### src/rtl/fpdc_pkg.sv
// constants shared by the flash download controller and its copy engine
// assumes a 32-bit AXI4-Lite register bus and 24-bit cpu vector addresses
package fpdc_pkg;

	// ***************************************************************
	// register byte offsets
	// ***************************************************************
	localparam logic [7:0] CODE_CONTROL_STATUS_OFF    = 8'h00;
	localparam logic [7:0] PROGRAM_ROUTINE_SELECT_OFF = 8'h04;
	localparam logic [7:0] ERASE_ROUTINE_SELECT_OFF   = 8'h08;
	localparam logic [7:0] DOWNLOAD_DEST_ADDR_OFF     = 8'h0c;
	localparam logic [7:0] KEY_CODE_REG_OFF           = 8'h10;
	localparam logic [7:0] DOWNLOAD_STATUS_OFF        = 8'h14;

	// ***************************************************************
	// field positions, masks and reset values
	// ***************************************************************
	localparam int         RELOCATE_BIT     = 3;
	localparam int         REQUEST_BIT      = 0;
	localparam int         SELECT_BIT       = 0;
	localparam int         BUSY_BIT         = 0;
	localparam logic [7:0] CCS_STORE_MASK   = 8'h6e;
	localparam logic [7:0] CCS_RESET        = 8'h00;
	localparam logic [7:0] SELECT_RESET     = 8'h00;
	localparam logic [7:0] DEST_RESET       = 8'h00;
	localparam logic [7:0] KEY_RESET        = 8'h00;
	localparam logic [7:0] KEY_DOWNLOAD     = 8'ha5;

	// ***************************************************************
	// vector relocation window
	// ***************************************************************
	localparam logic [23:0] VEC_LOW_LAST    = 24'h00007f;
	localparam logic [23:0] VEC_RAM_FIRST   = 24'hffe080;
	localparam logic [23:0] VEC_RAM_LAST    = 24'hffe0ff;

	// ***************************************************************
	// bus answers
	// ***************************************************************
	localparam logic [1:0] RESP_OKAY        = 2'b00;
	localparam logic [1:0] RESP_SLVERR      = 2'b10;

	typedef enum logic [2:0] {
		FPDC_SEL_CCS  = 3'b000,
		FPDC_SEL_PRG  = 3'b001,
		FPDC_SEL_ERS  = 3'b010,
		FPDC_SEL_DEST = 3'b011,
		FPDC_SEL_KEY  = 3'b100,
		FPDC_SEL_STAT = 3'b101,
		FPDC_SEL_NONE = 3'b111
	} fpdc_sel_t;

	typedef enum logic [1:0] {
		FPDC_IDLE   = 2'b00,
		FPDC_FETCH  = 2'b01,
		FPDC_STORE  = 2'b10,
		FPDC_FINISH = 2'b11
	} fpdc_copy_state_t;

endpackage

### src/rtl/fpdc_copy_if.sv
// request and answer between the register block and the copy engine
// assumes both ends share one clock
`timescale 1ns/1ps
`default_nettype none
interface fpdc_copy_if;
	logic       start;
	logic       use_program;
	logic       use_erase;
	logic [7:0] dest;
	logic       busy;
	logic       done;

	modport ctrl (output start, output use_program, output use_erase,
		output dest, input busy, input done);
	modport engine (input start, input use_program, input use_erase,
		input dest, output busy, output done);
endinterface
`default_nettype wire

### src/rtl/fpdc_copy_engine.sv
// copy engine: moves one built-in routine from rom into on-chip ram
// assumes a rom with one cycle read latency and a plain ram write port
`timescale 1ns/1ps
`default_nettype none
module fpdc_copy_engine
	import fpdc_pkg::*;
#(
	parameter int ROUTINE_WORDS = 16,
	parameter int IDX_W         = 4,
	parameter int DW            = 32
) (
	input  wire logic                 clk,
	input  wire logic                 rstn,
	fpdc_copy_if.engine               cmd,
	output logic [IDX_W:0]            rom_addr,
	input  wire logic [DW-1:0]        rom_data,
	output logic                      ram_we,
	output logic [IDX_W+7:0]          ram_addr,
	output logic [DW-1:0]             ram_wdata
);

	generate
		if (ROUTINE_WORDS < 1 || ROUTINE_WORDS > (1 << IDX_W)) begin : g_chk
			$error("fpdc_copy_engine: ROUTINE_WORDS does not fit IDX_W");
		end
	endgenerate

	localparam logic [IDX_W-1:0] LAST_IDX = IDX_W'(ROUTINE_WORDS - 1);

	typedef struct packed {
		fpdc_copy_state_t st;
		logic             erase;
		logic [7:0]       dest;
		logic [IDX_W-1:0] idx;
		logic             we;
		logic [IDX_W+7:0] waddr;
		logic [DW-1:0]    wdata;
		logic             done;
	} fpdc_eng_t;

	fpdc_eng_t s_reg;
	fpdc_eng_t s_next;

	// ***************************************************************
	// sequence
	// ***************************************************************
	always_comb begin
		s_next      = s_reg;
		s_next.we   = 1'b0;
		s_next.done = 1'b0;
		case (s_reg.st)
			FPDC_IDLE: begin
				if (cmd.start) begin
					s_next.erase = ~cmd.use_program;
					s_next.dest  = cmd.dest;
					s_next.idx   = '0;
					// nothing selected: finish without touching ram
					if (cmd.use_program || cmd.use_erase) begin
						s_next.st = FPDC_FETCH;
					end else begin
						s_next.st = FPDC_FINISH;
					end
				end
			end
			FPDC_FETCH: begin
				s_next.st = FPDC_STORE;
			end
			FPDC_STORE: begin
				s_next.we    = 1'b1;
				s_next.waddr = {s_reg.dest, s_reg.idx};
				s_next.wdata = rom_data;
				s_next.idx   = s_reg.idx + 1'b1;
				if (s_reg.idx == LAST_IDX) begin
					s_next.st = FPDC_FINISH;
				end else begin
					s_next.st = FPDC_FETCH;
				end
			end
			FPDC_FINISH: begin
				s_next.done = 1'b1;
				s_next.st   = FPDC_IDLE;
			end
			default: begin
				s_next.st = FPDC_IDLE;
			end
		endcase
	end

	always_ff @(posedge clk or negedge rstn) begin
		if (!rstn) begin
			s_reg <= '0;
		end else begin
			s_reg <= s_next;
		end
	end

	assign rom_addr  = {s_reg.erase, s_reg.idx};
	assign ram_we    = s_reg.we;
	assign ram_addr  = s_reg.waddr;
	assign ram_wdata = s_reg.wdata;
	assign cmd.done  = s_reg.done;
	assign cmd.busy  = (s_reg.st != FPDC_IDLE);

endmodule
`default_nettype wire

### src/rtl/fpdc_top.sv
// flash program download control: register block over AXI4-Lite,
// interrupt vector relocation and the routine download request
// assumes the cpu flags execution from on-chip ram on exec_from_ram
// and presents each vector fetch address on vec_req / vec_addr
//
// Notes on behaviour
// relocate bit set moves vector fetches 000000-00007f to ffe080-ffe0ff.
// vectors 0 to 31 stay serviceable from ram while flash is busy.
// software avoids vectors 32 and up while relocating; not remapped.
// software fills the ram vector table before setting relocate.
// relocate clear leaves vectors alone; software masks interrupts.
// a download request copies the selected routine to the destination.
// request accepted only with key a5 and execution from ram.
// software runs four no-ops after requesting a download.
// request bit clears at copy end; it always reads zero.
// software keeps interrupts disabled during a download.
// program select bit 0 picks the programming routine; resets zero.
// program select clears itself when the copy completes.
// software keeps reserved bits at zero.
// relocate bit is bit 3, read/write, reset zero.
// erase select bit picks the erase routine; clears at copy end.
// software loads the destination before requesting a download.
// a refused request changes no select, destination or ram.
//
// The placing of the registers and register access over AXI4-Lite were decided locally.
`timescale 1ns/1ps
`default_nettype none
module fpdc_top
	import fpdc_pkg::*;
#(
	parameter int AW            = 8,
	parameter int ROUTINE_WORDS = 16,
	parameter int IDX_W         = 4
) (
	input  wire logic                 clk,
	input  wire logic                 rstn,
	// axi4-lite slave
	input  wire logic [AW-1:0]        s_axi_awaddr,
	input  wire logic                 s_axi_awvalid,
	output logic                      s_axi_awready,
	input  wire logic [31:0]          s_axi_wdata,
	input  wire logic [3:0]           s_axi_wstrb,
	input  wire logic                 s_axi_wvalid,
	output logic                      s_axi_wready,
	output logic [1:0]                s_axi_bresp,
	output logic                      s_axi_bvalid,
	input  wire logic                 s_axi_bready,
	input  wire logic [AW-1:0]        s_axi_araddr,
	input  wire logic                 s_axi_arvalid,
	output logic                      s_axi_arready,
	output logic [31:0]               s_axi_rdata,
	output logic [1:0]                s_axi_rresp,
	output logic                      s_axi_rvalid,
	input  wire logic                 s_axi_rready,
	// cpu side
	input  wire logic                 exec_from_ram,
	input  wire logic                 vec_req,
	input  wire logic [23:0]          vec_addr,
	output logic                      vec_valid_out,
	output logic [23:0]               vec_addr_out,
	output logic                      vector_relocate_enable,
	// routine rom and on-chip ram
	output logic [IDX_W:0]            rom_addr,
	input  wire logic [31:0]          rom_data,
	output logic                      ram_we,
	output logic [IDX_W+7:0]          ram_addr,
	output logic [31:0]               ram_wdata,
	output logic                      download_busy
);

	generate
		if (AW < 8) begin : g_chk
			$error("fpdc_top: AW must cover the register map");
		end
	endgenerate

	// ***************************************************************
	// address decode, shared by both bus paths
	// ***************************************************************
	function automatic fpdc_sel_t reg_sel(input logic [AW-1:0] a);
		fpdc_sel_t r;
		r = FPDC_SEL_NONE;
		if ((a >> 8) == '0) begin
			case (a[7:0])
				CODE_CONTROL_STATUS_OFF:    r = FPDC_SEL_CCS;
				PROGRAM_ROUTINE_SELECT_OFF: r = FPDC_SEL_PRG;
				ERASE_ROUTINE_SELECT_OFF:   r = FPDC_SEL_ERS;
				DOWNLOAD_DEST_ADDR_OFF:     r = FPDC_SEL_DEST;
				KEY_CODE_REG_OFF:           r = FPDC_SEL_KEY;
				DOWNLOAD_STATUS_OFF:        r = FPDC_SEL_STAT;
				default:                    r = FPDC_SEL_NONE;
			endcase
		end
		return r;
	endfunction

	// ***************************************************************
	// state
	// ***************************************************************
	typedef struct packed {
		logic          aw_held;
		logic [AW-1:0] aw_addr;
		logic          w_held;
		logic [31:0]   w_data;
		logic [3:0]    w_strb;
		logic          bvalid;
		logic [1:0]    bresp;
		logic          rvalid;
		logic [31:0]   rdata;
		logic [1:0]    rresp;
		logic [7:0]    code_control_status;
		logic [7:0]    program_routine_select;
		logic [7:0]    erase_routine_select;
		logic [7:0]    download_dest_addr;
		logic [7:0]    key_code_reg;
		logic          start;
		logic          vec_valid;
		logic [23:0]   vec_out;
	} fpdc_state_t;

	fpdc_state_t s_reg;
	fpdc_state_t s_next;

	fpdc_copy_if copy_bus ();

	logic      wr_go;
	logic      rd_go;
	fpdc_sel_t wr_sel;
	fpdc_sel_t rd_sel;
	logic      wr_lane0;
	logic      req_ok;

	assign s_axi_awready = ~s_reg.aw_held & ~s_reg.bvalid;
	assign s_axi_wready  = ~s_reg.w_held & ~s_reg.bvalid;
	assign s_axi_arready = ~s_reg.rvalid;

	// one write at a time: both halves held, previous answer gone
	assign wr_go    = s_reg.aw_held & s_reg.w_held & ~s_reg.bvalid;
	assign rd_go    = s_axi_arvalid & ~s_reg.rvalid;
	assign wr_sel   = reg_sel(s_reg.aw_addr);
	assign rd_sel   = reg_sel(s_axi_araddr);
	assign wr_lane0 = s_reg.w_strb[0];

	// key and ram execution both checked at the moment of the write
	assign req_ok = (s_reg.key_code_reg == KEY_DOWNLOAD) &
		exec_from_ram & ~copy_bus.busy;

	// ***************************************************************
	// next state
	// ***************************************************************
	always_comb begin
		s_next       = s_reg;
		s_next.start = 1'b0;

		// write address and data are taken in either order
		if (s_axi_awvalid && s_axi_awready) begin
			s_next.aw_held = 1'b1;
			s_next.aw_addr = s_axi_awaddr;
		end
		if (s_axi_wvalid && s_axi_wready) begin
			s_next.w_held = 1'b1;
			s_next.w_data = s_axi_wdata;
			s_next.w_strb = s_axi_wstrb;
		end
		if (s_reg.bvalid && s_axi_bready) begin
			s_next.bvalid = 1'b0;
		end

		// copy end clears both selects; a write below may set again
		if (copy_bus.done) begin
			s_next.program_routine_select[SELECT_BIT] = 1'b0;
			s_next.erase_routine_select[SELECT_BIT]   = 1'b0;
		end

		if (wr_go) begin
			s_next.aw_held = 1'b0;
			s_next.w_held  = 1'b0;
			s_next.bvalid  = 1'b1;
			s_next.bresp   = RESP_OKAY;
			if (wr_sel == FPDC_SEL_NONE) begin
				s_next.bresp = RESP_SLVERR;
			end else if (wr_lane0) begin
				case (wr_sel)
					FPDC_SEL_CCS: begin
						// request bit is never stored, so it reads zero
						s_next.code_control_status =
							s_reg.w_data[7:0] & CCS_STORE_MASK;
						if (s_reg.w_data[REQUEST_BIT] && req_ok) begin
							s_next.start = 1'b1;
						end
					end
					FPDC_SEL_PRG: begin
						s_next.program_routine_select =
							s_reg.w_data[7:0];
					end
					FPDC_SEL_ERS: begin
						s_next.erase_routine_select =
							s_reg.w_data[7:0];
					end
					FPDC_SEL_DEST: begin
						s_next.download_dest_addr = s_reg.w_data[7:0];
					end
					FPDC_SEL_KEY: begin
						s_next.key_code_reg = s_reg.w_data[7:0];
					end
					default: begin
					end
				endcase
			end
		end

		// reads answer one cycle after the address is taken
		if (s_reg.rvalid && s_axi_rready) begin
			s_next.rvalid = 1'b0;
		end
		if (rd_go) begin
			s_next.rvalid = 1'b1;
			s_next.rresp  = RESP_OKAY;
			s_next.rdata  = '0;
			case (rd_sel)
				FPDC_SEL_CCS: begin
					s_next.rdata[7:0] = s_reg.code_control_status;
				end
				FPDC_SEL_PRG: begin
					s_next.rdata[7:0] = s_reg.program_routine_select;
				end
				FPDC_SEL_ERS: begin
					s_next.rdata[7:0] = s_reg.erase_routine_select;
				end
				FPDC_SEL_DEST: begin
					s_next.rdata[7:0] = s_reg.download_dest_addr;
				end
				FPDC_SEL_KEY: begin
					s_next.rdata[7:0] = s_reg.key_code_reg;
				end
				FPDC_SEL_STAT: begin
					s_next.rdata[BUSY_BIT] = copy_bus.busy;
				end
				default: begin
					s_next.rresp = RESP_SLVERR;
				end
			endcase
		end

		// vector fetch: low table moves into the ram window
		s_next.vec_valid = vec_req;
		s_next.vec_out   = vec_addr;
		if (vec_req && s_reg.code_control_status[RELOCATE_BIT] &&
			vec_addr <= VEC_LOW_LAST) begin
			// vectors 32 and up are beyond the window and pass unchanged
			s_next.vec_out = VEC_RAM_FIRST + vec_addr;
		end
	end

	always_ff @(posedge clk or negedge rstn) begin
		if (!rstn) begin
			s_reg                        <= '0;
			s_reg.code_control_status    <= CCS_RESET;
			s_reg.program_routine_select <= SELECT_RESET;
			s_reg.erase_routine_select   <= SELECT_RESET;
			s_reg.download_dest_addr     <= DEST_RESET;
			s_reg.key_code_reg           <= KEY_RESET;
		end else begin
			s_reg <= s_next;
		end
	end

	// ***************************************************************
	// copy engine
	// ***************************************************************
	// a refused request raises no start, so nothing moves
	assign copy_bus.start       = s_reg.start;
	assign copy_bus.use_program =
		s_reg.program_routine_select[SELECT_BIT];
	assign copy_bus.use_erase   = s_reg.erase_routine_select[SELECT_BIT];
	assign copy_bus.dest        = s_reg.download_dest_addr;

	fpdc_copy_engine #(
		.ROUTINE_WORDS (ROUTINE_WORDS),
		.IDX_W         (IDX_W),
		.DW            (32)
	) u_engine (
		.clk       (clk),
		.rstn      (rstn),
		.cmd       (copy_bus),
		.rom_addr  (rom_addr),
		.rom_data  (rom_data),
		.ram_we    (ram_we),
		.ram_addr  (ram_addr),
		.ram_wdata (ram_wdata)
	);

	// ***************************************************************
	// outputs
	// ***************************************************************
	assign s_axi_bvalid           = s_reg.bvalid;
	assign s_axi_bresp            = s_reg.bresp;
	assign s_axi_rvalid           = s_reg.rvalid;
	assign s_axi_rdata            = s_reg.rdata;
	assign s_axi_rresp            = s_reg.rresp;
	assign vec_valid_out          = s_reg.vec_valid;
	assign vec_addr_out           = s_reg.vec_out;
	assign vector_relocate_enable =
		s_reg.code_control_status[RELOCATE_BIT];
	assign download_busy          = copy_bus.busy;

endmodule
`default_nettype wire

### config.mk
export PLATFORM = sky130hd
export DESIGN_NAME = fpdc_top
export DESIGN_NICKNAME = d
export VERILOG_FILES = /design/src/rtl/fpdc_pkg.sv /design/src/rtl/fpdc_copy_if.sv /design/src/rtl/fpdc_copy_engine.sv /design/src/rtl/fpdc_top.sv
export SDC_FILE = /design/constraint.sdc
export NUM_CORES = 1
export LEC_CHECK = 0
export ABC_CLOCK_PERIOD_IN_PS = 3600
export BUFFER_PORTS_ARGS = -buffer_cell sky130_fd_sc_hd__buf_2
export CAP_MARGIN = 20
export CORE_MARGIN = 2
export CORE_UTILIZATION = 55
export CTS_CLUSTER_DIAMETER = 60
export DETAILED_ROUTE_END_ITERATION = 6
export HOLD_SLACK_MARGIN = 0.15
export PLACE_DENSITY = 0.87
export SETUP_SLACK_MARGIN = 0.1
export SYNTH_ARGS = -nofsm -noshare
export SYNTH_HDL_FRONTEND = slang
export SYNTH_SLANG_ARGS = --single-unit
### constraint.sdc
create_clock -name clk -period 3.6 [get_ports clk]
set_input_delay 0.18 -clock clk [delete_from_list [all_inputs] [get_ports clk]]
set_output_delay 0.18 -clock clk [all_outputs]
set_load 0.03 [all_outputs]
# ---- Word-level counts from Yosys, hierarchy flattened
# Cells that the tools add are included.
dict set report op_classes {
  mux 33
  n_eq_ne 26
  addsub 2
  n_bitwise 14
  n_reduce_logical 27
  order_cmp 1
}
# op n
set ops {}
lappend ops {{$mux W26} 3}
lappend ops {{$mux W45} 1}
lappend ops {{$mux W37} 1}
lappend ops {{$pmux W3 S6} 2}
lappend ops {{$mux W35} 1}
lappend ops {{$pmux W7 S5} 1}
lappend ops {{$eq A8 B4 Y1 const B} 4}
lappend ops {{$eq A8 B5 Y1 const B} 4}
lappend ops {{$add A24 B24 Y24 const A} 1}
lappend ops {{$le A24 B7 Y1 const B} 1}
lappend ops {{$mux W24} 1}
lappend ops {{$mux W8} 3}
lappend ops {{$reduce_and A4 Y1} 5}
lappend ops {{$eq A8 B3 Y1 const B} 2}
lappend ops {{$logic_not A8 Y1} 2}
lappend ops {{$mux W15} 1}
lappend ops {{$eq A3 B2 Y1 const B} 4}
lappend ops {{$eq A3 B3 Y1 const B} 4}
lappend ops {{$reduce_bool A2 Y1} 6}
lappend ops {{$mux W1} 10}
lappend ops {{$mux W9} 1}
lappend ops {{$eq A8 B8 Y1 const B} 1}
lappend ops {{$mux W2} 4}
lappend ops {{$pmux W2 S4} 1}
lappend ops {{other kinds (17)} 39}
dict set report totals {
  ff_bits 184
  output_inout_bits 118
}

# ---- Depth between registers and ports, before layout
# Gate-level depths: netlist of run 1.
dict set report depth {
  word_depth 9
  mapped_depth 9
  mapped_depth_nobuf 8
}

# ---- Cells and area by module
# Synthesis of run 1 repeated with hierarchy kept, for this count alone.
dict set report unflattened {
  hier_cells 664
  area_unflattened_um2 7146.9
}
# module area_per_inst_um2 cells_each instances
set by_module_without_submodules {}
lappend by_module_without_submodules {fpdc_top 4388.0 360 1}
lappend by_module_without_submodules {fpdc_copy_engine 2758.9 304 1}

# ---- Worst setup path before layout of run 1
# No wires, ideal clock.
dict set report synth_timing {
  path_kind {input to register}
  start {input port s_axi_araddr[3]}
  end {register s_reg (netlist bit s_axi_rdata[7])}
  arrival_ns 2.610
  cell_stages 7
  path_buffers 0
  t_required_ns 3.518
  slack_ns 0.908
  setup_time_ns 0.082
  cell_sequence {or4b_2 -> or2_2 -> ha_1 -> or2b_2 -> or3_4 -> or3b_1 -> a31oi_1}
}
dict set report synth_via {
  elab_chain_len 4
  word_cells_on_any_way 13
}
# element line_no
set synth_rtl {}
lappend synth_rtl {{start, declared} fpdc_top.sv:48} ;# input wire logic [AW-1:0] s_axi_araddr,
lappend synth_rtl {{$eq A8 B5 Y1 (tied with other cells)} fpdc_top.sv:84} ;# case (a[7:0])
lappend synth_rtl {{$pmux W3 S6 *} fpdc_top.sv:84}
lappend synth_rtl {{$eq A3 B3 Y1 (tied with other cells)} fpdc_top.sv:220} ;# case (rd_sel)
lappend synth_rtl {{$pmux W7 S5 *} fpdc_top.sv:220}
lappend synth_rtl {{end signal, assigned} fpdc_top.sv:264} ;# s_reg <= s_next;
lappend synth_rtl {{end, declared} fpdc_top.sv:121} ;# fpdc_state_t s_reg;
# Every way passes the cells marked *; elsewhere a longest branch is shown, timed or not.
# A chain may end at the register's enable or synchronous reset.

# ---- Worst setup path in the final report of run 1
# Same ends and word-level chain as after synthesis.

==> results of run 1 <==
area by class of cell:
cell class,count,area [um^2]
tap,172,215
clock inverter,7,91.3
multi-input combinational,378,2310
timing repair buffer,265,1740
fill,872,3820
sequential,155,3880
inverter,9,33.8
clock buffer,24,472
cells in the final DEF, fill, tap and decap left out, types with 6 or more instances in the layout:
cell type,count
dfrtp_1,155
nor2_1,21
dlygate4sd3_1,80
o21ai_0,16
clkbuf_16,17
conb_1,26
nor4_1,6
nand2_1,147
buf_2,180
or2_2,14
mux2_2,61
nand4_1,7
inv_1,9
routing by layer:
metal	GRT usage	part of all wire	up-vias
met5	0	0	-
met4	0.106	0.027	0
met3	0.0556	0.060	38
met2	0.391	0.51	192
met1	0.264	0.40	2445
li1	-	-	2390
logic make-up (layout without fill, tap and decap cells):
kind of cell / count (synthesis) / count (layout) / synth area share
DFF: 155 / 155 / 0.550
muxes: 66 / 66 / 0.105
adders and majority gates: 3 / 3 / 0.00532
and+or+nand+nor: 232 / 232 / 0.155
AOI/OAI and AO/OA: 51 / 51 / 0.0483
other: 1 / 26 / 0.000532
buffers and inverters: 142 / 305 / 0.136
worst register-to-register path, cell delays in order (launching register included):
cell	delay [ns]
dfrtp_1	0.38
or4_1	0.59
nor3_2	0.33
and4b_1	0.57
mux2_2	0.40
power groups by stage:
| stage | Combinational [W] | Sequential [W] | Clock (W) |
|---|---|---|---|
| after floorplan | 0.000519 | 0.00210 | 0 |
| after global placement | 0.000628 | 0.00215 | 0 |
| after detailed placement | 0.000646 | 0.00216 | 0 |
| after CTS | 0.000714 | 0.00213 | 0.00173 |
| after global routing | 0.000781 | 0.00216 | 0.00181 |
| final | 0.000714 | 0.00213 | 0.00170 |
per-stage QoR:
step	instance area [um^2]	utilization	cells	setup WS, ns	power [W]
after floorplan	7150	-	675	0.908	0.00262
after global placement	7380	0.587	899	0.611	0.00278
after detailed placement	7380	0.587	899	0.598	0.00280
after CTS	8740	0.696	1010	1.03	0.00457
after global routing	8740	0.696	1010	0.948	0.00476
final	8740	0.696	1010	1.01	0.00454
repair_timing:
action,CTS,global route
hold endpoints to repair,180,0
setup buffers,0,0
hold buffers,80,0
worst max path at each step:
stage | from | end | cells past startpoint
after CTS | s_axi_araddr[3] | s_axi_rdata[7] | 8
after detailed placement | s_axi_araddr[3] | s_axi_rdata[7] | 8
after floorplan | s_axi_araddr[3] | s_axi_rdata[7] | 7
final | s_axi_araddr[3] | s_axi_rdata[7] | 8
after global routing | s_axi_araddr[3] | s_axi_rdata[7] | 8
after global placement | s_axi_araddr[3] | s_axi_rdata[7] | 8
==> results_dict.tcl, run 1 <==
set metrics [dict create \
    fin_crit_ns 2.59 \
    fin_setup_tns_ns 0 \
    synthTopCellsByArea "dfrtp_1 55%, buf_4 12%, mux2_2 9.7%" \
    antenna_found_initial 0 \
    drc_errors 0 \
    wl_per_cell_um 15.1 \
    holdCritStartpoint "s_axi_araddr[7]" \
    core_area_um2 12600 \
    worstSetupPathType "input pin to flop" \
    rsz0062_at_grt "false" \
    status "finished, final reports clean" \
    finalHoldWorstSlack_ns 0.175 \
    io_buffers 181 \
    rows 41 \
    cp_num_buf_inv 1 \
    diodes 0 \
    path_cells "buf_2, or4b_2, or2_2, ha_1, or2b_2, or3_4, or3b_1, a31oi_1" \
    cap_viol_max_count 0 \
    cts_resized 0 \
    dr.pass1.iters 5 \
    clk_latency_ns 0.42 \
    area_delta_synth_final_pct 24.0 \
    hold_violations 0 \
    wirelength_um 15200 \
    die_w_um 117 \
    grt-ovfl-total 0 \
    dominantRegCellSynth "dfrtp_1" \
    yosys-top-cells-count "155 x dfrtp_1, 147 x nand2_1, 109 x buf_4" \
    synth-seq-cells 155 \
    pin_count 235 \
    tightest_slew_ns 0.914 \
    detail_route.vias_per_cell 5.01 \
    async_reset_ff_frac 1.00 \
    synth_cell_types 52 \
    grt_max_degree 106 \
    r2r_setup_slack_ns 1.21 \
    grt_pass1_wl_um 23600 \
    initial_utilization 0.561 \
    cpPeakStageDelay_ns 0.70 \
    min_path_type "input pin to flop" \
    synth_edf_count 0 \
    synth_area_leader_cell "dfrtp_1" \
    yosysSeqAreaShare 0.550 \
    timing.rr.start "s_reg[142]" \
    syn_area_um2 7050 \
    crit_family "simple AND/OR/NAND/NOR gates" \
    p_int_w 0.00331 \
    largest_register_ffs 45 \
    p_leak_nw 4.39 \
    ant_nets 0 \
    die_y_um 117 \
    clockBufferDepth 2 \
    grt_pass1_vias 4976 \
    synth_cells 650 \
    cts.clk_slew.worst_paths_ns 0.06 \
    netSwitchingFraction 0.271 \
    power_frac_clock 0.373 \
    start_kind "input pin" \
    fin_crit_sh 0.718 \
    r2r_end "s_reg[47]" \
    setup_viol 0 \
    irDropWorstVdd_v 0.000633 \
    reg2reg_depth 4 \
    yosysMostFrequentCell "dfrtp_1" \
    numClockSinks 155 \
    hold_end "s_axi_rdata[2]" \
    fmax_mhz 387 \
    power_density_nw_per_um2 520 \
    via_count 5065 \
    relSlewSlack 0.391 \
    power_frac_comb 0.157 \
    crit_required_ns 3.94 \
    switchingPower_w 0.00123 \
    cts_tree "done" \
    fin_worst_skew_ns 0.00595 \
    p_seq_frac 0.470 \
    syn_avg_cell_area_um2 10.8 \
    cts_buffers 17 \
    dp_hpwl_um 9560 \
    root_buffer "clkbuf_16" \
    crit_arrival_ns 2.92 \
    cts_max_level 4 \
    track_usage 0.226 \
    yosys_warnings 0 \
    slowest_stage "or4b_2" \
    nets 946 \
    synth_top_cell_area_share 0.550 \
    drive_gt1_frac 0.356 \
    crit_fanout 13 \
    drv_slew 0 \
    min_path_cells 4 \
    crit_path_end_kind "flop" \
    drt-initial-drc-count 252 \
    die-area_um2 13700 \
    gp_congestion 0.856 \
]
No activity file was read; power rests on OpenSTA's default activity.
==> run 2, diff against run 1 <==
ABC_CLOCK_PERIOD_IN_PS = 2500   (was 3600)
CORE_UTILIZATION = 51   (was 55)
PLACE_DENSITY = 0.82   (was 0.87)
clock period = 2.5 ns   (was 3.6 ns; I/O delays follow)
==> run 2 against run 1 <==
  * Sequential power grew 44%
  * Clock-buffer cell count shrank 4
  * Register-to-register slack worse by 0.88 ns
  * Via count grew 1.0%
  * Non-clock buffer count increased by 14
  * Critical path type is now flop to flop
  * Critical endpoint is now s_reg[33]
  * Largest cell class unchanged
  * Largest power group unchanged
==> results_dict.tcl, run 2 (same netlist as run 1, synthesis figures left out) <==
set metrics [dict create \
    fin_crit_sh 0.867 \
    min_path_type "input pin to flop" \
    cts_setup_buffers 0 \
    fin_crit_ns 2.17 \
    setup_viol 0 \
    crit_path_end_kind "flop" \
    antenna_found_initial 0 \
    rsz0062_at_grt "false" \
    root_buffer "clkbuf_16" \
    die_w_um 122 \
    cts.clk_slew.worst_paths_ns 0.06 \
    ant_nets 0 \
    gp_congestion 0.845 \
    cp_num_buf_inv 0 \
    dp_hpwl_um 10200 \
    dr.pass1.iters 4 \
    wirelength_um 15400 \
    power_density_nw_per_um2 748 \
    cts_tree "done" \
    cts_buffers 17 \
    drt-initial-drc-count 249 \
    worstSetupPathType "flop to flop" \
    grt_max_degree 51 \
    grt_pass1_wl_um 24300 \
    rows 42 \
    detail_route.vias_per_cell 4.97 \
    clk_latency_ns 0.42 \
    cts_max_level 4 \
    crit_fanout 8 \
    path_cells "or4_1, nor2_1, nand4_1, mux2_2" \
    fin_setup_tns_ns 0 \
    die_y_um 122 \
    largest_register_ffs 45 \
    final_common_cell "buf_2" \
    wl_per_cell_um 15.0 \
    pin_count 235 \
    initial_utilization 0.528 \
    grt-ovfl-total 0 \
    slowest_stage "or4_1" \
    io_buffers 181 \
    drive_gt1_frac 0.369 \
    p_leak_nw 4.49 \
    relSlewSlack 0.589 \
    diodes 0 \
    grt_pass1_vias 5106 \
    via_count 5117 \
    drv_slew 0 \
    crit_arrival_ns 2.46 \
    clockBufferDepth 2 \
    crit_required_ns 2.80 \
    crit_family "simple AND/OR/NAND/NOR gates" \
    drc_errors 0 \
    area_delta_synth_final_pct 26.7 \
    core_area_um2 13300 \
    irDropWorstVdd_v 0.000774 \
    fin_util 0.669 \
    status "finished, final reports clean" \
    fin_worst_skew_ns 0.00707 \
    numClockSinks 155 \
    track_usage 0.214 \
    die-area_um2 14800 \
    hold_violations 0 \
    start_kind "flop" \
    cap_viol_max_count 0 \
    layout_common_cells "180 x buf_2, 155 x dfrtp_1, 147 x nand2_1" \
    cpPeakStageDelay_ns 0.59 \
    nets 960 \
    fmax_mhz 461 \
    tightest_slew_ns 0.614 \
]
run 2: cell count changes in the layout (fill, tap and decap cells not counted), sizes merged:
cell,before,now
dlygate4sd3,80,83
clkinvlp,1,3
clkbuf,24,20
clkinv,4,6
buf,185,196
bufinv,2,3
run 2: where the power goes:
group	internal, W	switching [W]	total [W]
clock	0.00161	0.000955	0.00257
combinational	0.000483	0.000560	0.00104
sequential	0.00279	0.000284	0.00307
run 2: final timing paths:
check | from | end | slack (ns) | cells past startpoint
setup reg to reg | s_reg[142] | s_reg[33] | 0.33 | 4
hold reg to reg | u_engine.ram_wdata[7] | u_engine.ram_wdata[7] | 0.47 | 2
max in group asynchronous | rstn | u_engine.ram_wdata[12] | 1.57 | 3
setup / recovery | s_reg[142] | s_reg[33] | 0.33 | 4
hold / removal | s_axi_arvalid | s_axi_rvalid | 0.17 | 3
min in group asynchronous | rstn | s_reg[111] | 0.22 | 2
run 2: cell type report:
cell class,instances,area [um^2]
Tap cell,176,220
Fill cell,1009,4410
Multi-Input combinational cell,378,2330
Clock buffer,20,457
Timing Repair Buffer,279,1870
Inverter,9,33.8
Sequential cell,155,3880
Clock inverter,12,146
run 2: stage by stage:
step                hold slack, ns  power, W  cells  setup slack, ns  instance area (um^2)
floorplan                   -0.171   0.00377    675            0.107                  7170
global placement            0.0994   0.00402    914            0.117                  7500
detailed placement          0.0969   0.00405    914           0.0880                  7500
CTS                          0.156   0.00675   1029            0.355                  8940
global route                 0.218   0.00701   1029            0.197                  8940
finish                       0.170   0.00669   1029            0.333                  8940
run 2: tightest hold or removal path, cell delays in order:
cell,delay (ns)
buf_2,0.08
nand2_1,0.19
o21ai_0,0.14
run 2: metal layers:
layer  global-route usage  share of wire
met2                0.372           0.50
met3               0.0417          0.059
met5                    0              0
met1                0.258           0.41
met4                0.101          0.028
run 2: repair_timing:
action	4_1_cts	5_1_grt
endpoints found under the setup margin	0	0
hold endpoints to repair	233	0
hold buffers	83	0
resized for setup	0	0
